`config.mk`:
```
export PLATFORM = sky130hd
export DESIGN_NAME = ppm_core
export DESIGN_NICKNAME = d
export VERILOG_FILES = /design/src/rtl/ppm_pkg.sv /design/src/rtl/ppm_setpoint.sv /design/src/rtl/ppm_core.sv
export SDC_FILE = /design/constraint.sdc
export NUM_CORES = 1
export LEC_CHECK = 0
export ABC_AREA = 0
export ABC_CLOCK_PERIOD_IN_PS = 7900
export BUFFER_PORTS_ARGS = -buffer_cell sky130_fd_sc_hd__buf_2
export CAP_MARGIN = 30
export CORE_UTILIZATION = 55
export CTS_CLUSTER_SIZE = 12
export DETAILED_ROUTE_END_ITERATION = 10
export MAX_ROUTING_LAYER = met4
export PLACE_DENSITY = 0.86
export SYNTH_ARGS = -nofsm -noshare
export SYNTH_HDL_FRONTEND = slang
export SYNTH_HIERARCHICAL = 1
export SYNTH_SLANG_ARGS = --single-unit
```
`constraint.sdc`:
```
create_clock -name clk -period 7.9 [get_ports clk]
set_clock_uncertainty 0.15 [all_clocks]
set_input_delay 1.58 -clock clk [delete_from_list [all_inputs] [get_ports clk]]
set_output_delay 1.58 -clock clk [all_outputs]
set_load 0.02 [all_outputs]
```
`src/rtl/ppm_pkg.sv`:
```
// Package for the profile position mode block: register map, field positions, reset values.
// Assumes a parameter port that carries one word per write or read, addressed by parameter address.
package ppm_pkg;
	localparam logic [15:0] PPM_ADDR_TARGET_POSITION = 16'h1B1C;
	localparam logic [15:0] PPM_ADDR_TARGET_VELOCITY = 16'h1B1E;
	localparam logic [15:0] PPM_ADDR_REL_REF_OPTION  = 16'h1B30;
	localparam logic [15:0] PPM_ADDR_MODE_SELECT     = 16'h1B40;
	localparam logic [15:0] PPM_ADDR_VEL_LIMIT_CTRL  = 16'h1B42;
	localparam logic [15:0] PPM_ADDR_VEL_LIMIT_RAMP  = 16'h1B44;
	localparam logic [15:0] PPM_ADDR_ACCEL           = 16'h1B46;
	localparam logic [15:0] PPM_ADDR_DECEL           = 16'h1B48;
	localparam logic [7:0]  PPM_MODE_PROFILE_POS     = 8'h01;
	localparam logic [31:0] PPM_TARGET_VEL_RESET     = 32'h0000003C;
	localparam logic [31:0] PPM_TARGET_VEL_MIN       = 32'h00000001;
	localparam logic [31:0] PPM_VEL_LIMIT_RESET      = 32'hFFFFFFFF;
	localparam logic [31:0] PPM_ACCEL_RESET          = 32'h00000258;
	localparam logic [15:0] PPM_OPT_PREV_TARGET      = 16'h0000;
	localparam logic [15:0] PPM_OPT_UNSUPPORTED      = 16'h0001;
	localparam logic [15:0] PPM_OPT_ACTUAL_POS       = 16'h0002;
	localparam int PPM_CW_NEW_SETPOINT = 4;
	localparam int PPM_CW_IMMEDIATE    = 5;
	localparam int PPM_CW_RELATIVE     = 6;
	localparam int PPM_CW_HALT         = 8;
	localparam int PPM_CW_CHANGE_ON_SP = 9;
	localparam int PPM_SW_TARGET       = 10;
	localparam int PPM_SW_SP_ACK       = 12;
	typedef enum logic [2:0] {
		PPM_IDLE = 3'b001,
		PPM_MOVE = 3'b010,
		PPM_STOP = 3'b100
	} ppm_state_t;
endpackage

```
`src/rtl/ppm_setpoint.sv`:
```
// One setpoint slot: holds target position, velocity, acceleration and deceleration.
// Assumes the caller gives a load strobe and already resolved absolute position.
`timescale 1ns/100ps
`default_nettype none
module ppm_setpoint #(
	parameter int W = 32
) (
	// Clock and reset
	input  wire logic         clk,
	input  wire logic         reset,
	// Load side
	input  wire logic         load,
	input  wire logic [W-1:0] pos_in,
	input  wire logic [W-1:0] vel_in,
	input  wire logic [W-1:0] acc_in,
	input  wire logic [W-1:0] dec_in,
	// Held setpoint
	output logic      [W-1:0] pos_out,
	output logic      [W-1:0] vel_out,
	output logic      [W-1:0] acc_out,
	output logic      [W-1:0] dec_out
);
	logic [4*W-1:0] set_reg;
	logic [4*W-1:0] set_next;

	always_comb begin
		set_next = set_reg;
		if (load) begin
			set_next = {pos_in, vel_in, acc_in, dec_in};
		end
	end

	always_ff @(posedge clk) begin
		if (reset) begin
			set_reg <= '0;
		end else begin
			set_reg <= set_next;
		end
	end

	assign {pos_out, vel_out, acc_out, dec_out} = set_reg;
endmodule
`default_nettype wire

```
`src/rtl/ppm_core.sv`:
```
// Profile position mode: parameter registers, control word decode, setpoint merging, status.
// Assumes an external profile generator that follows the active setpoint and reports
// reached and standstill, and a master that homes the axis before absolute moves.
//
// Contract
// - Writing the mode-select parameter activates the mode; motion starts only by control word.
// - Both merge bits 0, new-setpoint rising edge starts; later targets wait and axis stops.
// - Immediate bit 1: a rising edge starts a move and new targets take effect at once.
// - Control bit six 0 means absolute and 1 means relative positioning.
// - Status bit ten is target reached, or standstill while halt is active.
// - Status bit twelve is 1 once a new target was accepted, 0 when one may be supplied.
// - The mode ends only at standstill after target reached, halt, quick stop or error.
// - Merged target values are position, velocity, acceleration and deceleration.
// - Target position is signed 32-bit and written values take effect at the next setpoint load.
// - Target velocity is 1 to 4294967295, default 60, clamped to both maxima, next move.
// - Relative base 0 is previous target, 2 is actual position, 1 unsupported, next move.
`timescale 1ns/100ps
`default_nettype none
module ppm_core
#(
	parameter int W = 32
) (
	// Clock and reset
	input  wire logic              clk,
	input  wire logic              reset,
	// Parameter port
	input  wire logic              par_wr,
	input  wire logic              par_rd,
	input  wire logic [15:0]       par_addr,
	input  wire logic [31:0]       par_wdata,
	output logic      [31:0]       par_rdata,
	output logic                   par_err,
	// Control word and status word
	input  wire logic [15:0]       control_word,
	output logic      [15:0]       drive_status_word,
	// Profile generator side
	input  wire logic              gen_target_reached,
	input  wire logic              gen_standstill,
	input  wire logic              quick_stop,
	input  wire logic              error_stop,
	input  wire logic signed [W-1:0] actual_position,
	output logic                   mode_active,
	output logic                   move_enable,
	output logic signed [W-1:0]    active_position,
	output logic      [W-1:0]      active_velocity,
	output logic      [W-1:0]      active_accel,
	output logic      [W-1:0]      active_decel
);
	import ppm_pkg::*;
	if (W != 32) begin : g_width_check
		$error("ppm_core supports only 32-bit values");
	end

	logic [7:0]  mode_reg, mode_next;
	logic [31:0] tpos_reg, tpos_next, tvel_reg, tvel_next;
	logic [15:0] opt_reg, opt_next;
	logic [31:0] vmax_c_reg, vmax_c_next, vmax_r_reg, vmax_r_next;
	logic [31:0] acc_reg, acc_next, dec_reg, dec_next;
	logic        ns_reg, ns_next, ack_reg, ack_next, pend_reg, pend_next;
	logic        pend_rel_reg, pend_rel_next;
	logic        ended_reg, ended_next;
	ppm_state_t  state_reg, state_next;
	logic        sp_load, start_edge, cw_halt, in_mode;
	logic [31:0] vel_clamped, new_pos, rel_base;

	assign in_mode = (mode_reg == PPM_MODE_PROFILE_POS);
	assign cw_halt = control_word[PPM_CW_HALT];
	assign start_edge = in_mode && control_word[PPM_CW_NEW_SETPOINT] && !ns_reg;

	// Parameter writes
	always_comb begin
		mode_next = mode_reg;
		tpos_next = tpos_reg;
		tvel_next = tvel_reg;
		opt_next = opt_reg;
		vmax_c_next = vmax_c_reg;
		vmax_r_next = vmax_r_reg;
		acc_next = acc_reg;
		dec_next = dec_reg;
		if (par_wr) begin
			case (par_addr)
				PPM_ADDR_MODE_SELECT: mode_next = par_wdata[7:0];
				PPM_ADDR_TARGET_POSITION: tpos_next = par_wdata;
				PPM_ADDR_TARGET_VELOCITY: begin
					if (par_wdata >= PPM_TARGET_VEL_MIN) tvel_next = par_wdata;
				end
				PPM_ADDR_REL_REF_OPTION: begin
					if (par_wdata[15:0] == PPM_OPT_PREV_TARGET
						|| par_wdata[15:0] == PPM_OPT_ACTUAL_POS) begin
						opt_next = par_wdata[15:0];
					end
				end
				PPM_ADDR_VEL_LIMIT_CTRL: vmax_c_next = par_wdata;
				PPM_ADDR_VEL_LIMIT_RAMP: vmax_r_next = par_wdata;
				PPM_ADDR_ACCEL: acc_next = par_wdata;
				PPM_ADDR_DECEL: dec_next = par_wdata;
				default: ;
			endcase
		end
	end

	// Reads and access errors
	always_comb begin
		par_rdata = 32'h00000000;
		par_err = 1'b0;
		case (par_addr)
			PPM_ADDR_MODE_SELECT: par_rdata = {24'h000000, mode_reg};
			PPM_ADDR_TARGET_POSITION: par_rdata = tpos_reg;
			PPM_ADDR_TARGET_VELOCITY: par_rdata = tvel_reg;
			PPM_ADDR_REL_REF_OPTION: par_rdata = {16'h0000, opt_reg};
			PPM_ADDR_VEL_LIMIT_CTRL: par_rdata = vmax_c_reg;
			PPM_ADDR_VEL_LIMIT_RAMP: par_rdata = vmax_r_reg;
			PPM_ADDR_ACCEL: par_rdata = acc_reg;
			PPM_ADDR_DECEL: par_rdata = dec_reg;
			default: par_err = par_wr || par_rd;
		endcase
		if (par_wr && par_addr == PPM_ADDR_REL_REF_OPTION
			&& par_wdata[15:0] == PPM_OPT_UNSUPPORTED) begin
			par_err = 1'b1;
		end
	end

	always_comb begin
		vel_clamped = tvel_reg;
		if (vel_clamped > vmax_c_reg) vel_clamped = vmax_c_reg;
		if (vel_clamped > vmax_r_reg) vel_clamped = vmax_r_reg;
	end

	always_comb begin
		rel_base = (opt_reg == PPM_OPT_ACTUAL_POS) ? actual_position : active_position;
		new_pos = pend_rel_reg ? rel_base + tpos_reg : tpos_reg;
	end

	// Setpoint merging and move state
	always_comb begin
		state_next = state_reg;
		pend_next = pend_reg;
		pend_rel_next = pend_rel_reg;
		ack_next = ack_reg;
		ended_next = ended_reg;
		sp_load = 1'b0;
		ns_next = control_word[PPM_CW_NEW_SETPOINT];
		if (!control_word[PPM_CW_NEW_SETPOINT]) ack_next = 1'b0;
		if (start_edge) begin
			ack_next = 1'b1;
			pend_next = 1'b1;
			pend_rel_next = control_word[PPM_CW_RELATIVE];
		end
		case (state_reg)
			PPM_IDLE: begin
				if (pend_reg && !cw_halt) begin
					sp_load = 1'b1;
					pend_next = start_edge;
					ended_next = 1'b0;
					state_next = PPM_MOVE;
				end
			end
			PPM_MOVE: begin
				if (quick_stop || error_stop || cw_halt) begin
					state_next = PPM_STOP;
				end else if (pend_reg && control_word[PPM_CW_IMMEDIATE]) begin
					sp_load = 1'b1;
					pend_next = start_edge;
				end else if (pend_reg && gen_target_reached
					&& control_word[PPM_CW_CHANGE_ON_SP]) begin
					sp_load = 1'b1;
					pend_next = start_edge;
				end else if (gen_target_reached && gen_standstill) begin
					ended_next = 1'b1;
					state_next = PPM_IDLE;
				end
			end
			PPM_STOP: begin
				if (gen_standstill) begin
					ended_next = 1'b1;
					pend_next = start_edge;
					state_next = PPM_IDLE;
				end
			end
			default: state_next = PPM_IDLE;
		endcase
		if (!in_mode) begin
			state_next = PPM_IDLE;
			pend_next = 1'b0;
		end
	end
	always_ff @(posedge clk) begin
		if (reset) begin
			mode_reg <= 8'h00;
			tpos_reg <= 32'h00000000;
			tvel_reg <= PPM_TARGET_VEL_RESET;
			opt_reg <= PPM_OPT_PREV_TARGET;
			vmax_c_reg <= PPM_VEL_LIMIT_RESET;
			vmax_r_reg <= PPM_VEL_LIMIT_RESET;
			acc_reg <= PPM_ACCEL_RESET;
			dec_reg <= PPM_ACCEL_RESET;
			ns_reg <= 1'b0;
			ack_reg <= 1'b0;
			pend_reg <= 1'b0;
			pend_rel_reg <= 1'b0;
			ended_reg <= 1'b1;
			state_reg <= PPM_IDLE;
		end else begin
			mode_reg <= mode_next;
			tpos_reg <= tpos_next;
			tvel_reg <= tvel_next;
			opt_reg <= opt_next;
			vmax_c_reg <= vmax_c_next;
			vmax_r_reg <= vmax_r_next;
			acc_reg <= acc_next;
			dec_reg <= dec_next;
			ns_reg <= ns_next;
			ack_reg <= ack_next;
			pend_reg <= pend_next;
			pend_rel_reg <= pend_rel_next;
			ended_reg <= ended_next;
			state_reg <= state_next;
		end
	end

	ppm_setpoint #(
		.W(W)
	) u_setpoint (
		.clk    (clk),
		.reset  (reset),
		.load   (sp_load),
		.pos_in (new_pos),
		.vel_in (vel_clamped),
		.acc_in (acc_reg),
		.dec_in (dec_reg),
		.pos_out(active_position),
		.vel_out(active_velocity),
		.acc_out(active_accel),
		.dec_out(active_decel)
	);

	assign mode_active = in_mode;
	assign move_enable = (state_reg == PPM_MOVE);

	always_comb begin
		drive_status_word = 16'h0000;
		drive_status_word[PPM_SW_TARGET] = cw_halt ? gen_standstill
			: (ended_reg && gen_target_reached);
		drive_status_word[PPM_SW_SP_ACK] = ack_reg;
	end
endmodule
`default_nettype wire

```
==> impl_metrics.yaml <==
sta:
  whs_ns: 0.321
  worst_slew_pin_slew_ns: 1.07
  layout_setup_ws_ns: 1.46
  slew_violations: 0
  fin_crit_sh_pct: 81.6
  setup_viol: 0
  final.min_clock_period_ns: 6.44
  max_clock_freq_mhz: 155
  hold_viol: 0
  setup_tns_ns: 0
  slew_headroom_pct: 28.7
  rsz0062_at_grt: "false"
yosys:
  synthCells: 2132
  synth-warning-count: 6
  synth_area_um2: 18800
  yosysUniqueCellTypes: 68
  yosysSeqAreaShare_pct: 37.6
  synth-edff-count: 0
  synth-seq-cells: 352
  async_flop_share_pct: 0
  postSynthAreaPerCell_um2: 8.80
  synthFlopType: "dfxtp_1"
grt:
  antenna_found_initial: 2
  grt_pass1_wl_um: 89000
  grt_max_degree: 129
  grt_pass1_vias: 16300
  grt_usage_pct: 32.6
  overflow: 0
cells_and_area:
  drive_gt1_share_pct: 20.5
  nets: 2509
  final_common_cell: "dfxtp_1"
  area_growth_syn_to_layout_pct: 13.2
  final_cell_mix: "352 x dfxtp_1, 320 x nand2_1, 256 x buf_2"
  postLayoutCoreUtil_pct: 63.3
  n_fill_cell: 2740
  design_area_um2: 21200
  largest_reg_flops: 128
worst_setup_path:
  crit_path_end_kind: "flop"
  cp_data_arrival_time_ns: 6.66
  critPathKind: "reg -> reg"
  path_max_fanout: 25
  worst_r2r_path_depth: 22
  worstSetupStartpointType: "flop"
  crit_required_ns: 8.12
  reg2reg_slack_ns: 1.46
worst_hold_path:
  hold_depth: 2
  hold_class: "reg -> reg"
clock_tree:
  cts.sinks: 352
  tritoncts: "done"
  cts-root-buf: "clkbuf_16"
  cts_buffer_depth: 3
  cts_buffers: 38
  clk_pin_slew_ns: 0.06
  clkLatencyLatePin_ns: 0.54
  post_cts_buffers: 0
  ctsHoldBuffers: 0
  htreeDepth: 2
  cts.repair.resized: 0
power:
  max-vdd-ir-drop_mv: 0.155
  p_per_area_nw_per_um2: 173
  p_leak_nw: 9.50
placed_design:
  place_congestion: 0.972
  place_hpwl_um: 39700
  place_area_um2: 20000
  port_buffers: 257
  pre_cts_ws_ns: 1.74
drt:
  via_count: 17100
  routed_wl_um: 57100
  dr.pass1.iters: 6
  drc: 0
  drtAntennaViolNets: 0
  vias_per_cell: 6.16
  detail_route.wl_per_cell_um: 20.5
  drt_iter0_drc: 1812
die:
  die_w_um: 187
  core_area_um2: 33500
  io_pins: 283
  die_area_um2: 34800
  start_util_pct: 55.9
  die_height_um: 187
  num_rows: 67
outcome:
  status: "complete, no violations"
run:
  maxCapViolCount: 0
-- critical path, cell delays in order, from the launching register on --
cell	delay, ns
dfxtp_1	0.37
inv_1	0.08
ha_1	0.30
nand4_1	0.30
or3_1	0.45
o21ai_0	0.28
o211ai_1	0.19
nand2_1	0.46
buf_4	0.46
mux2_2	0.40
ha_1	0.30
a21o_1	0.19
a21o_1	0.17
a21o_1	0.22
a21oi_1	0.14
o21ai_0	0.14
a21oi_1	0.18
o211ai_1	0.13
o21ai_2	0.23
buf_4	0.47
mux2_2	0.41
mux2i_1	0.15
nor2_1	0.06
-- logic make-up after synthesis --
logic type	share of synthesized area, %
AO/OA/AOI/OAI	14.8
XOR/XNOR	1.31
adder cells (fa/ha/maj)	6.44
buffers and inverters	6.40
flip-flops	37.6
multiplexers	17.8
other	0.0200
AND/OR/NAND/NOR	15.7
-- power breakdown --
group	switching, W	internal [W]	total (W)
clock	0.000734	0.00104	0.00178
sequential	0.000000102	0.00178	0.00178
combinational	0.0000836	0.0000297	0.000113
total	0.000818	0.00285	0.00367
-- final timing paths --
check,from,to
max,vmax_c_reg[15]$_SDFFE_PP1P_,u_setpoint/set_reg[69]$_SDFFE_PP0P_
min,mode_reg[5]$_SDFFE_PP0P_,mode_reg[5]$_SDFFE_PP0P_
max reg2reg,vmax_c_reg[15]$_SDFFE_PP1P_,u_setpoint/set_reg[69]$_SDFFE_PP0P_
min reg2reg,mode_reg[5]$_SDFFE_PP0P_,mode_reg[5]$_SDFFE_PP0P_
-- cell type report --
| type | instances | area, um2 | share of cell area, % |
|---|---|---|---|
| antenna | 2 | 5.00 | 0.0236 |
| inverter | 77 | 289 | 1.36 |
| sequential | 352 | 7050 | 33.2 |
| timing repair buffer | 281 | 1500 | 7.06 |
| multi-input combinational | 1559 | 10600 | 49.9 |
| tap | 448 | 561 | 2.64 |
| clock inverter | 8 | 113 | 0.531 |
| clock buffer | 55 | 1120 | 5.26 |
-- cell usage after synthesis, types with 4 or more instances --
master / count / area, um2
a21oi_1: 159 / 796
nand2_1: 320 / 1200
clkbuf_1: 94 / 353
or4_1: 4 / 30.0
a21o_1: 35 / 263
or3_1: 4 / 25.0
o21a_1: 8 / 60.1
a222oi_1: 8 / 80.1
buf_2: 25 / 125
nand4_1: 19 / 119
mux2i_1: 198 / 1980
nand3_1: 38 / 190
a221oi_1: 9 / 78.8
nand2b_1: 14 / 87.6
mux2_2: 120 / 1350
xnor2_1: 21 / 184
a211oi_1: 5 / 37.5
buf_1: 4 / 15.0
nor2_1: 196 / 736
o21bai_1: 7 / 52.6
buf_4: 19 / 143
buf_12: 13 / 260
dfxtp_1: 352 / 7050
nor3_1: 13 / 65.1
and3_1: 8 / 50.1
nor2b_1: 7 / 43.8
xor2_1: 7 / 61.3
inv_1: 76 / 285
a221o_1: 5 / 50.1
o211ai_1: 85 / 638
and2_1: 19 / 119
a22oi_1: 43 / 323
ha_1: 95 / 1190
nor4_1: 16 / 100
o21ai_0: 43 / 215
-- layer usage --
metal  wire length, um  vias up  global-route usage [%]  share of wire, %
met1             23900     8116                    42.5                42
li1                  -     7840                       -                 -
met5                 0        -                       -                 0
met2             25300     1016                    49.4                44
met3              5860      158                    6.09                10
met4              2090        0                    13.6               3.7
-- through the flow --
| stage | instances | total power [W] |
|---|---|---|
| final | 2782 | 0.00367 |
| after global placement | 2716 | 0.00192 |
| after detailed placement | 2717 | 0.00192 |
| after CTS | 2780 | 0.00367 |
| after floorplan | 2145 | 0.00187 |
| after global routing | 2782 | 0.00376 |
No activity file was read; power rests on OpenSTA's default activity.
